[src/hdl/pcsr_regs.vh]
// Purpose : offsets, field positions and reset values for pcsr
// Assumes : 32-bit register port, byte offsets
// Notes   : included by pcsr_top.v only
`ifndef PCSR_REGS_VH
`define PCSR_REGS_VH

// register offsets
`define PCSR_OFS_SEQ_STATUS    8'h24
`define PCSR_OFS_CONV_CTRL     8'h2c
`define PCSR_OFS_SUPPLY_STATUS 8'h30
`define PCSR_OFS_CORE_LEVEL    8'h34
`define PCSR_OFS_PLL_LEVEL     8'h40
`define PCSR_OFS_SLEEP1_DWELL  8'h44
`define PCSR_OFS_SLEEP2_DWELL  8'h48
`define PCSR_OFS_IRQ_STATUS    8'h4c
`define PCSR_OFS_IRQ_MASK      8'h50

// sequence status fields
`define PCSR_SEQ_PREV_IO       29
`define PCSR_SEQ_PREV_PLL      28
`define PCSR_SEQ_PREV_ANA      25
`define PCSR_SEQ_PREV_CORE     24
`define PCSR_SEQ_STATE_LSB     16
`define PCSR_CFG_CLK_DIS       14
`define PCSR_CFG_ANA_MOD       9
`define PCSR_CFG_CORE_MOD      8
`define PCSR_CFG_IO_EN         5
`define PCSR_CFG_PLL_EN        4
`define PCSR_CFG_ANA_EN        1
`define PCSR_CFG_CORE_EN       0
`define PCSR_PREV_RST          4'b0010

// converter control fields
`define PCSR_CC_PGOOD_LSB      24
`define PCSR_CC_ERR_CLR        16
`define PCSR_CC_ANA_ILIM_LSB   13
`define PCSR_CC_ANA_CLK_LSB    8
`define PCSR_CC_CORE_ILIM_LSB  5
`define PCSR_CC_CORE_CLK_LSB   0
`define PCSR_PGOOD_RST         2'h2
`define PCSR_ILIM_RST          2'h0
`define PCSR_SWCLK_RST         2'h1

// supply status fields
`define PCSR_SS_OSC_OK         24
`define PCSR_SS_PLL_OK         19
`define PCSR_SS_CORE_OK        16
`define PCSR_SS_ANA_ILIM       9
`define PCSR_SS_CORE_ILIM      8
`define PCSR_SS_ANA_SOFT       1
`define PCSR_SS_CORE_SOFT      0

// dwell field and its reset
`define PCSR_DWELL_LSB         16
`define PCSR_DWELL_RST         5'h10

// interrupt status bits
`define PCSR_IRQ_STATE_CHG     0
`define PCSR_IRQ_CORE_LOST     1
`define PCSR_IRQ_PLL_LOST      2
`define PCSR_IRQ_ILIM          3
`define PCSR_IRQ_W             4

`endif

[src/hdl/pcsr_top.v]
// Purpose : status and configuration registers of the power control block
// Assumes : single 250 MHz clock, strap and analog status inputs synchronous
// Notes   : sequencer itself lives outside; dwell counts exported to it
//
// How it works
// - state code readable, three bits, read-only
// - previous-state enables readable, reset 0,0,1,0
// - live supply configuration mirrored read-only
// - power-good threshold field, reset code 2
// - error clear bit held until software clears
// - analog converter current limit, reset 0
// - analog converter switching clock, reset 1
// - core converter current limit, reset 0
// - core converter switching clock, reset 1
// - oscillator, pll rail, core rail good flags
// - current-limit and soft-start flags per converter
// - core level seven bits, reset from straps
// - pll level three bits, reset from straps
// - sleeping dwell log2 count, reset 16
//
// Added by the designer: strobed register access.
`timescale 1ns/1ps
`default_nettype none
`include "pcsr_regs.vh"

module pcsr_top (
    // clock and reset
    input  wire        ref_clk_i,
    input  wire        rstn_i,
    // register port
    input  wire [7:0]  reg_addr_i,
    input  wire [31:0] reg_wdata_i,
    input  wire        reg_wr_i,
    input  wire        reg_rd_i,
    output reg  [31:0] reg_rdata_o,
    // sequencer view
    input  wire [2:0]  seq_state_i,
    input  wire        cfg_clk_dis_i,
    input  wire        cfg_ana_mod_i,
    input  wire        cfg_core_mod_i,
    input  wire        cfg_io_supply_output_en_i,
    input  wire        cfg_pll_regulator_en_i,
    input  wire        cfg_analog_converter_en_i,
    input  wire        cfg_core_converter_en_i,
    // analog health
    input  wire        osc_stable_i,
    input  wire        pll_supply_rail_good_i,
    input  wire        core_rail_good_i,
    input  wire        analog_converter_ilim_i,
    input  wire        core_converter_ilim_i,
    input  wire        analog_converter_soft_i,
    input  wire        core_converter_soft_i,
    // boot straps
    input  wire [6:0]  strap_core_level_i,
    input  wire [2:0]  strap_pll_level_i,
    // converter settings out
    output reg  [1:0]  pgood_thresh_o,
    output reg         conv_err_clr_o,
    output reg  [1:0]  analog_converter_ilim_sel_o,
    output reg  [1:0]  analog_converter_clk_sel_o,
    output reg  [1:0]  core_converter_ilim_sel_o,
    output reg  [1:0]  core_converter_clk_sel_o,
    output reg  [6:0]  core_rail_level_o,
    output reg  [2:0]  pll_regulator_level_o,
    output reg  [4:0]  sleep1_dwell_log2_o,
    output reg  [4:0]  sleep2_dwell_log2_o,
    // interrupt
    output reg         irq_o
);

    //------------------------------------------------------------
    // decode helpers
    //------------------------------------------------------------
    function hit;
        input [7:0] a;
        input [7:0] ofs;
        begin
            hit = (a == ofs);
        end
    endfunction

    wire wr_cc    = reg_wr_i & hit(reg_addr_i, `PCSR_OFS_CONV_CTRL);
    wire wr_core  = reg_wr_i & hit(reg_addr_i, `PCSR_OFS_CORE_LEVEL);
    wire wr_pll   = reg_wr_i & hit(reg_addr_i, `PCSR_OFS_PLL_LEVEL);
    wire wr_s1    = reg_wr_i & hit(reg_addr_i, `PCSR_OFS_SLEEP1_DWELL);
    wire wr_s2    = reg_wr_i & hit(reg_addr_i, `PCSR_OFS_SLEEP2_DWELL);
    wire wr_ist   = reg_wr_i & hit(reg_addr_i, `PCSR_OFS_IRQ_STATUS);
    wire wr_imsk  = reg_wr_i & hit(reg_addr_i, `PCSR_OFS_IRQ_MASK);

    //------------------------------------------------------------
    // previous-state enable tracking
    //------------------------------------------------------------
    reg  [2:0] state_q;
    reg  [3:0] cur_en_q;
    reg  [3:0] prev_en_q;
    reg        strap_pend_q;
    wire [3:0] live_en = {cfg_io_supply_output_en_i, cfg_pll_regulator_en_i,
                          cfg_analog_converter_en_i, cfg_core_converter_en_i};
    wire       state_chg = (seq_state_i != state_q);

    // on each state change the enables in force become previous
    always @(posedge ref_clk_i or negedge rstn_i) begin
        if (!rstn_i) begin
            state_q   <= 3'h0;
            cur_en_q  <= `PCSR_PREV_RST;
            prev_en_q <= `PCSR_PREV_RST;
        end else begin
            state_q  <= seq_state_i;
            cur_en_q <= live_en;
            if (state_chg) begin
                prev_en_q <= cur_en_q;
            end
        end
    end

    //------------------------------------------------------------
    // writable control registers
    //------------------------------------------------------------
    always @(posedge ref_clk_i or negedge rstn_i) begin
        if (!rstn_i) begin
            pgood_thresh_o              <= `PCSR_PGOOD_RST;
            conv_err_clr_o              <= 1'b0;
            analog_converter_ilim_sel_o <= `PCSR_ILIM_RST;
            analog_converter_clk_sel_o  <= `PCSR_SWCLK_RST;
            core_converter_ilim_sel_o   <= `PCSR_ILIM_RST;
            core_converter_clk_sel_o    <= `PCSR_SWCLK_RST;
            sleep1_dwell_log2_o         <= `PCSR_DWELL_RST;
            sleep2_dwell_log2_o         <= `PCSR_DWELL_RST;
            core_rail_level_o           <= 7'h00;
            pll_regulator_level_o       <= 3'h0;
            strap_pend_q                <= 1'b1;
        end else begin
            // straps caught on the first edge after release
            strap_pend_q <= 1'b0;
            if (strap_pend_q) begin
                core_rail_level_o     <= strap_core_level_i;
                pll_regulator_level_o <= strap_pll_level_i;
            end else begin
                if (wr_core) begin
                    // slew pacing left to software
                    core_rail_level_o <= reg_wdata_i[6:0];
                end
                if (wr_pll) begin
                    // single-code steps left to software
                    pll_regulator_level_o <= reg_wdata_i[2:0];
                end
            end
            if (wr_cc) begin
                pgood_thresh_o <= reg_wdata_i[`PCSR_CC_PGOOD_LSB+1:`PCSR_CC_PGOOD_LSB];
                conv_err_clr_o <= reg_wdata_i[`PCSR_CC_ERR_CLR];
                analog_converter_ilim_sel_o <=
                    reg_wdata_i[`PCSR_CC_ANA_ILIM_LSB+1:`PCSR_CC_ANA_ILIM_LSB];
                analog_converter_clk_sel_o <=
                    reg_wdata_i[`PCSR_CC_ANA_CLK_LSB+1:`PCSR_CC_ANA_CLK_LSB];
                core_converter_ilim_sel_o <=
                    reg_wdata_i[`PCSR_CC_CORE_ILIM_LSB+1:`PCSR_CC_CORE_ILIM_LSB];
                core_converter_clk_sel_o <=
                    reg_wdata_i[`PCSR_CC_CORE_CLK_LSB+1:`PCSR_CC_CORE_CLK_LSB];
            end
            if (wr_s1) begin
                sleep1_dwell_log2_o <= reg_wdata_i[`PCSR_DWELL_LSB+4:`PCSR_DWELL_LSB];
            end
            if (wr_s2) begin
                sleep2_dwell_log2_o <= reg_wdata_i[`PCSR_DWELL_LSB+4:`PCSR_DWELL_LSB];
            end
        end
    end

    //------------------------------------------------------------
    // interrupts
    //------------------------------------------------------------
    reg  [`PCSR_IRQ_W-1:0] irq_st_q;
    reg  [`PCSR_IRQ_W-1:0] irq_msk_q;
    reg                    core_ok_q;
    reg                    pll_ok_q;
    wire [`PCSR_IRQ_W-1:0] irq_ev;

    assign irq_ev[`PCSR_IRQ_STATE_CHG] = state_chg;
    assign irq_ev[`PCSR_IRQ_CORE_LOST] = core_ok_q & ~core_rail_good_i;
    assign irq_ev[`PCSR_IRQ_PLL_LOST]  = pll_ok_q & ~pll_supply_rail_good_i;
    assign irq_ev[`PCSR_IRQ_ILIM]      = analog_converter_ilim_i | core_converter_ilim_i;

    // sticky bits, set wins over write-one-to-clear
    always @(posedge ref_clk_i or negedge rstn_i) begin
        if (!rstn_i) begin
            irq_st_q  <= {`PCSR_IRQ_W{1'b0}};
            irq_msk_q <= {`PCSR_IRQ_W{1'b0}};
            core_ok_q <= 1'b0;
            pll_ok_q  <= 1'b0;
            irq_o     <= 1'b0;
        end else begin
            core_ok_q <= core_rail_good_i;
            pll_ok_q  <= pll_supply_rail_good_i;
            irq_st_q  <= (irq_st_q & ~(wr_ist ? reg_wdata_i[`PCSR_IRQ_W-1:0]
                                              : {`PCSR_IRQ_W{1'b0}})) | irq_ev;
            if (wr_imsk) begin
                irq_msk_q <= reg_wdata_i[`PCSR_IRQ_W-1:0];
            end
            irq_o <= |(irq_st_q & irq_msk_q);
        end
    end

    //------------------------------------------------------------
    // read mux, data one cycle after strobe
    //------------------------------------------------------------
    reg [31:0] rd_d;
    always @* begin
        rd_d = 32'h0000_0000;  // reserved and unmapped read zero
        case (reg_addr_i)
            `PCSR_OFS_SEQ_STATUS: begin
                rd_d[`PCSR_SEQ_PREV_IO]   = prev_en_q[3];
                rd_d[`PCSR_SEQ_PREV_PLL]  = prev_en_q[2];
                rd_d[`PCSR_SEQ_PREV_ANA]  = prev_en_q[1];
                rd_d[`PCSR_SEQ_PREV_CORE] = prev_en_q[0];
                rd_d[`PCSR_SEQ_STATE_LSB+2:`PCSR_SEQ_STATE_LSB] = state_q;
                rd_d[`PCSR_CFG_CLK_DIS]   = cfg_clk_dis_i;
                rd_d[`PCSR_CFG_ANA_MOD]   = cfg_ana_mod_i;
                rd_d[`PCSR_CFG_CORE_MOD]  = cfg_core_mod_i;
                rd_d[`PCSR_CFG_IO_EN]     = live_en[3];
                rd_d[`PCSR_CFG_PLL_EN]    = live_en[2];
                rd_d[`PCSR_CFG_ANA_EN]    = live_en[1];
                rd_d[`PCSR_CFG_CORE_EN]   = live_en[0];
            end
            `PCSR_OFS_CONV_CTRL: begin
                rd_d[`PCSR_CC_PGOOD_LSB+1:`PCSR_CC_PGOOD_LSB]         = pgood_thresh_o;
                rd_d[`PCSR_CC_ERR_CLR]                                = conv_err_clr_o;
                rd_d[`PCSR_CC_ANA_ILIM_LSB+1:`PCSR_CC_ANA_ILIM_LSB]   = analog_converter_ilim_sel_o;
                rd_d[`PCSR_CC_ANA_CLK_LSB+1:`PCSR_CC_ANA_CLK_LSB]     = analog_converter_clk_sel_o;
                rd_d[`PCSR_CC_CORE_ILIM_LSB+1:`PCSR_CC_CORE_ILIM_LSB] = core_converter_ilim_sel_o;
                rd_d[`PCSR_CC_CORE_CLK_LSB+1:`PCSR_CC_CORE_CLK_LSB]   = core_converter_clk_sel_o;
            end
            `PCSR_OFS_SUPPLY_STATUS: begin
                rd_d[`PCSR_SS_OSC_OK]    = osc_stable_i;
                rd_d[`PCSR_SS_PLL_OK]    = pll_supply_rail_good_i;
                rd_d[`PCSR_SS_CORE_OK]   = core_rail_good_i;
                rd_d[`PCSR_SS_ANA_ILIM]  = analog_converter_ilim_i;
                rd_d[`PCSR_SS_CORE_ILIM] = core_converter_ilim_i;
                rd_d[`PCSR_SS_ANA_SOFT]  = analog_converter_soft_i;
                rd_d[`PCSR_SS_CORE_SOFT] = core_converter_soft_i;
            end
            `PCSR_OFS_CORE_LEVEL:   rd_d[6:0] = core_rail_level_o;
            `PCSR_OFS_PLL_LEVEL:    rd_d[2:0] = pll_regulator_level_o;
            `PCSR_OFS_SLEEP1_DWELL: rd_d[`PCSR_DWELL_LSB+4:`PCSR_DWELL_LSB] = sleep1_dwell_log2_o;
            `PCSR_OFS_SLEEP2_DWELL: rd_d[`PCSR_DWELL_LSB+4:`PCSR_DWELL_LSB] = sleep2_dwell_log2_o;
            `PCSR_OFS_IRQ_STATUS:   rd_d[`PCSR_IRQ_W-1:0] = irq_st_q;
            `PCSR_OFS_IRQ_MASK:     rd_d[`PCSR_IRQ_W-1:0] = irq_msk_q;
            default:                rd_d = 32'h0000_0000;
        endcase
    end

    // read data valid only in the cycle after the strobe
    always @(posedge ref_clk_i or negedge rstn_i) begin
        if (!rstn_i) begin
            reg_rdata_o <= 32'h0000_0000;
        end else begin
            reg_rdata_o <= reg_rd_i ? rd_d : 32'h0000_0000;
        end
    end

endmodule
`default_nettype wire

[config.mk]
export PLATFORM = sky130hd
export DESIGN_NAME = pcsr_top
export DESIGN_NICKNAME = d
export VERILOG_FILES = /design/src/hdl/pcsr_top.v
export VERILOG_INCLUDE_DIRS = /design/src /design/src/hdl
export SDC_FILE = /design/constraint.sdc
export NUM_CORES = 1
export LEC_CHECK = 0
export ABC_AREA = 0
export BUFFER_PORTS_ARGS = -buffer_cell sky130_fd_sc_hd__buf_2
export CAP_MARGIN = 30
export CORE_MARGIN = 3
export CORE_UTILIZATION = 30
export DETAILED_ROUTE_END_ITERATION = 16
export SYNTH_ARGS = -nofsm -noshare
export SYNTH_HDL_FRONTEND = slang
export SYNTH_SLANG_ARGS = --single-unit
[constraint.sdc]
create_clock -name ref_clk_i -period 3.45 [get_ports ref_clk_i]
set_input_delay 0.345 -clock ref_clk_i [delete_from_list [all_inputs] [get_ports ref_clk_i]]
set_output_delay 0.345 -clock ref_clk_i [all_outputs]
set_load 0.01 [all_outputs]
==> impl_metrics.toml <==
[status]
status = "finished clean"

[logic_synthesis]
synthTopCellsByArea = "dfrtp_1, dfstp_2, mux2_4"
ys_async_sr_fraction_pct = 100.0
yosysTopAreaCellShare_pct = 49.81
ys_seq_area_share_pct = 56.15
synth_top_area_cell = "dfrtp_1"
syn_inst = 262
synth_seq_cells = 74
synth_ff_type = "dfrtp_1"
synth-edff-count = 0
syn-mean-instance-area_um2 = 12.66
syn_area_um2 = 3316
yosys_warnings = 0
synth_cell_types = 45

[setup_path]
crit_type = "input pin to register"
r2r_setup_slack_ns = 2.15
worstPathCellList = "buf_2, or3b_1, nor4_4, buf_4, nand2_1, mux2_4"
crit_arrival_ns = 2.43
slowest_stage = "nand2_1"
cp_max_fo = 12
crit_path_start_kind = "input pin"
worst_r2r_path_depth = 3
r2r-end = "reg_rdata_o[1]"
cp.required_ns = 3.68
timing.rr.start = "core_rail_level_o[1]"
crit_family = "simple AND/OR/NAND/NOR gates"
end_kind = "register"
crit_buf_inv = 2
max_stage_delay_ns = 0.51

[clocking]
post_cts_buffers = 0
cts_num_sinks = 74
clk_path_buf_depth = 2
clockRootBuffer = "clkbuf_8"
insertion_delay_ns = 0.35
cts_tree = "done"
cts.clk_slew.worst_paths_ns = 0.09
holdBufCountCts = 0
h-tree-depth = 3
tritoncts.num_buffers = 9
cts_resized = 0

[min_path]
holdCritPathClass = "input pin to register"
holdCritStartpoint = "cfg_pll_regulator_en_i"
hold_end = "cur_en_q[2]"
hold_depth = 1

[timing]
fmax_mhz = 455.9
tns_ns = 0
setup_viol = 0
fin_ws_ns = 1.257
relSlewSlack_pct = 46.46
rsz0062_at_grt = "no"
tightest_slew_ns = 0.8012
whs_ns = 0.1223
hold_viol = 0
min_period_ns = 2.193
fin_worst_skew_ns = 0.009195
slew_viol_final = 0
period_share_pct = 63.57

[route]
met3_length_um = 453
wl_mm = 8.899
via_count = 2469
ant_nets = 0
top_layer_used = "met4"
drtIter0Drc = 147
wl_met2_mm = 4.209
viasPerCell = 4.813
dr.pass1.iters = 4
avgRoutedWirePerCell_um = 17.35
m1WireLength_mm = 4.125
drc = 0

[power_and_ir_drop]
p_per_area_nw_per_um2 = 433.7
leakagePower_nw = 2.167
ir_worst_vdd_mv = 0.1529

[finish]
final_cell_mix = "buf_2, dfrtp_1, nand2_1"
nets = 443
instances_no_fill = 513
layout-drive-gt1-share_pct = 45.89
antenna_cells = 0
syn2layout_area_growth_pct = 25.70
final_area_um2 = 4168
layout_commonest_cell = "buf_2"

[die]
die-area_um2 = 12350
die_y_um = 111.1
fp.coreArea_um2 = 10560
start_util_pct = 31.41
die_width_um = 111.1
ios = 135
row_count = 37

[placed_design]
place_area_um2 = 3929
place_ws_ns = 0.8580
dp_hpwl_mm = 6.500
dpl.cell_count = 495
port_buffers = 108
routabilityCongestion = 0.7812

[grt]
grt_pass1_vias = 2612
antenna_found_initial = 0
overflow = 0
grt_max_degree = 75
grt_pass1_wl_mm = 14.15
track_usage_pct = 14.52

[flow_run]
maxCapViolations = 0
## stage by stage
step / utilization [%] / power [mW]
floorplan: - / 1.034
global placement: 37.22 / 1.124
detailed placement: 37.22 / 1.129
CTS: 39.13 / 1.822
global route: 39.49 / 1.890
finish: 39.49 / 1.808
## worst max-delay path by stage
stage / startpoint / to / cells past startpoint / slack [ns]
after global placement: reg_addr_i[6] / analog_converter_ilim_sel_o[0] / 6 / 0.90
after CTS: reg_addr_i[6] / analog_converter_ilim_sel_o[1] / 6 / 1.24
after detailed placement: reg_addr_i[6] / analog_converter_ilim_sel_o[0] / 6 / 0.86
final: reg_addr_i[6] / analog_converter_ilim_sel_o[1] / 6 / 1.26
after floorplan: reg_addr_i[4] / sleep2_dwell_log2_o[0] / 5 / 1.64
after global routing: reg_addr_i[6] / analog_converter_ilim_sel_o[1] / 6 / 1.18
## sequential cells by signal, indices dropped and copies added (netlist names), 2 cells and up
name,flops
reg_rdata_o,20
core_rail_level_o,7
sleep1_dwell_log2_o,5
sleep2_dwell_log2_o,5
cur_en_q,4
irq_msk_q,4
irq_st_q,4
prev_en_q,4
pll_regulator_level_o,3
state_q,3
analog_converter_clk_sel_o,2
analog_converter_ilim_sel_o,2
core_converter_clk_sel_o,2
core_converter_ilim_sel_o,2
pgood_thresh_o,2
## per-layer routing
metal,up-vias,GRT usage [%]
met5,-,0
met4,0,4.542
met3,11,3.166
met2,85,23.30
met1,1228,19.67
li1,1145,-
## synth_stat cells, types with 3 or more instances
cell type  instances
and3_1             9
dfstp_2            8
mux2_2            14
buf_2              5
clkbuf_1           6
nand3_1            7
inv_1              3
nand2_1           23
mux2_4            14
dfrtp_1           66
xnor2_1            3
o21ai_0           10
buf_4             12
a21oi_1            7
nor2_1             8
a222oi_1           5
a22oi_1           17
mux2i_1           11
## power breakdown
part           internal, mW  total, mW  switching, mW
registers             0.908      0.935         0.0275
clock network         0.339      0.694          0.355
logic                0.0800      0.179         0.0986
## cell families after synthesis
family / synth area share [%]
simple gates: 12.87
compound gates: 10.15
buf+inv: 5.170
xor+xnor: 0.7926
flops: 56.15
other cells: 0.1131
mux: 14.75
## area by class of cell
cell class | instances | area (µm²)
repair buffers | 112 | 595.6
inverters | 3 | 11.26
fillers | 1061 | 6387
clock buffers | 9 | 123.9
multi-input cells | 172 | 1328
clock inverters | 7 | 77.57
flip-flops and latches | 74 | 1862
well taps | 136 | 170.2
Power figures use the tool's default switching activity.
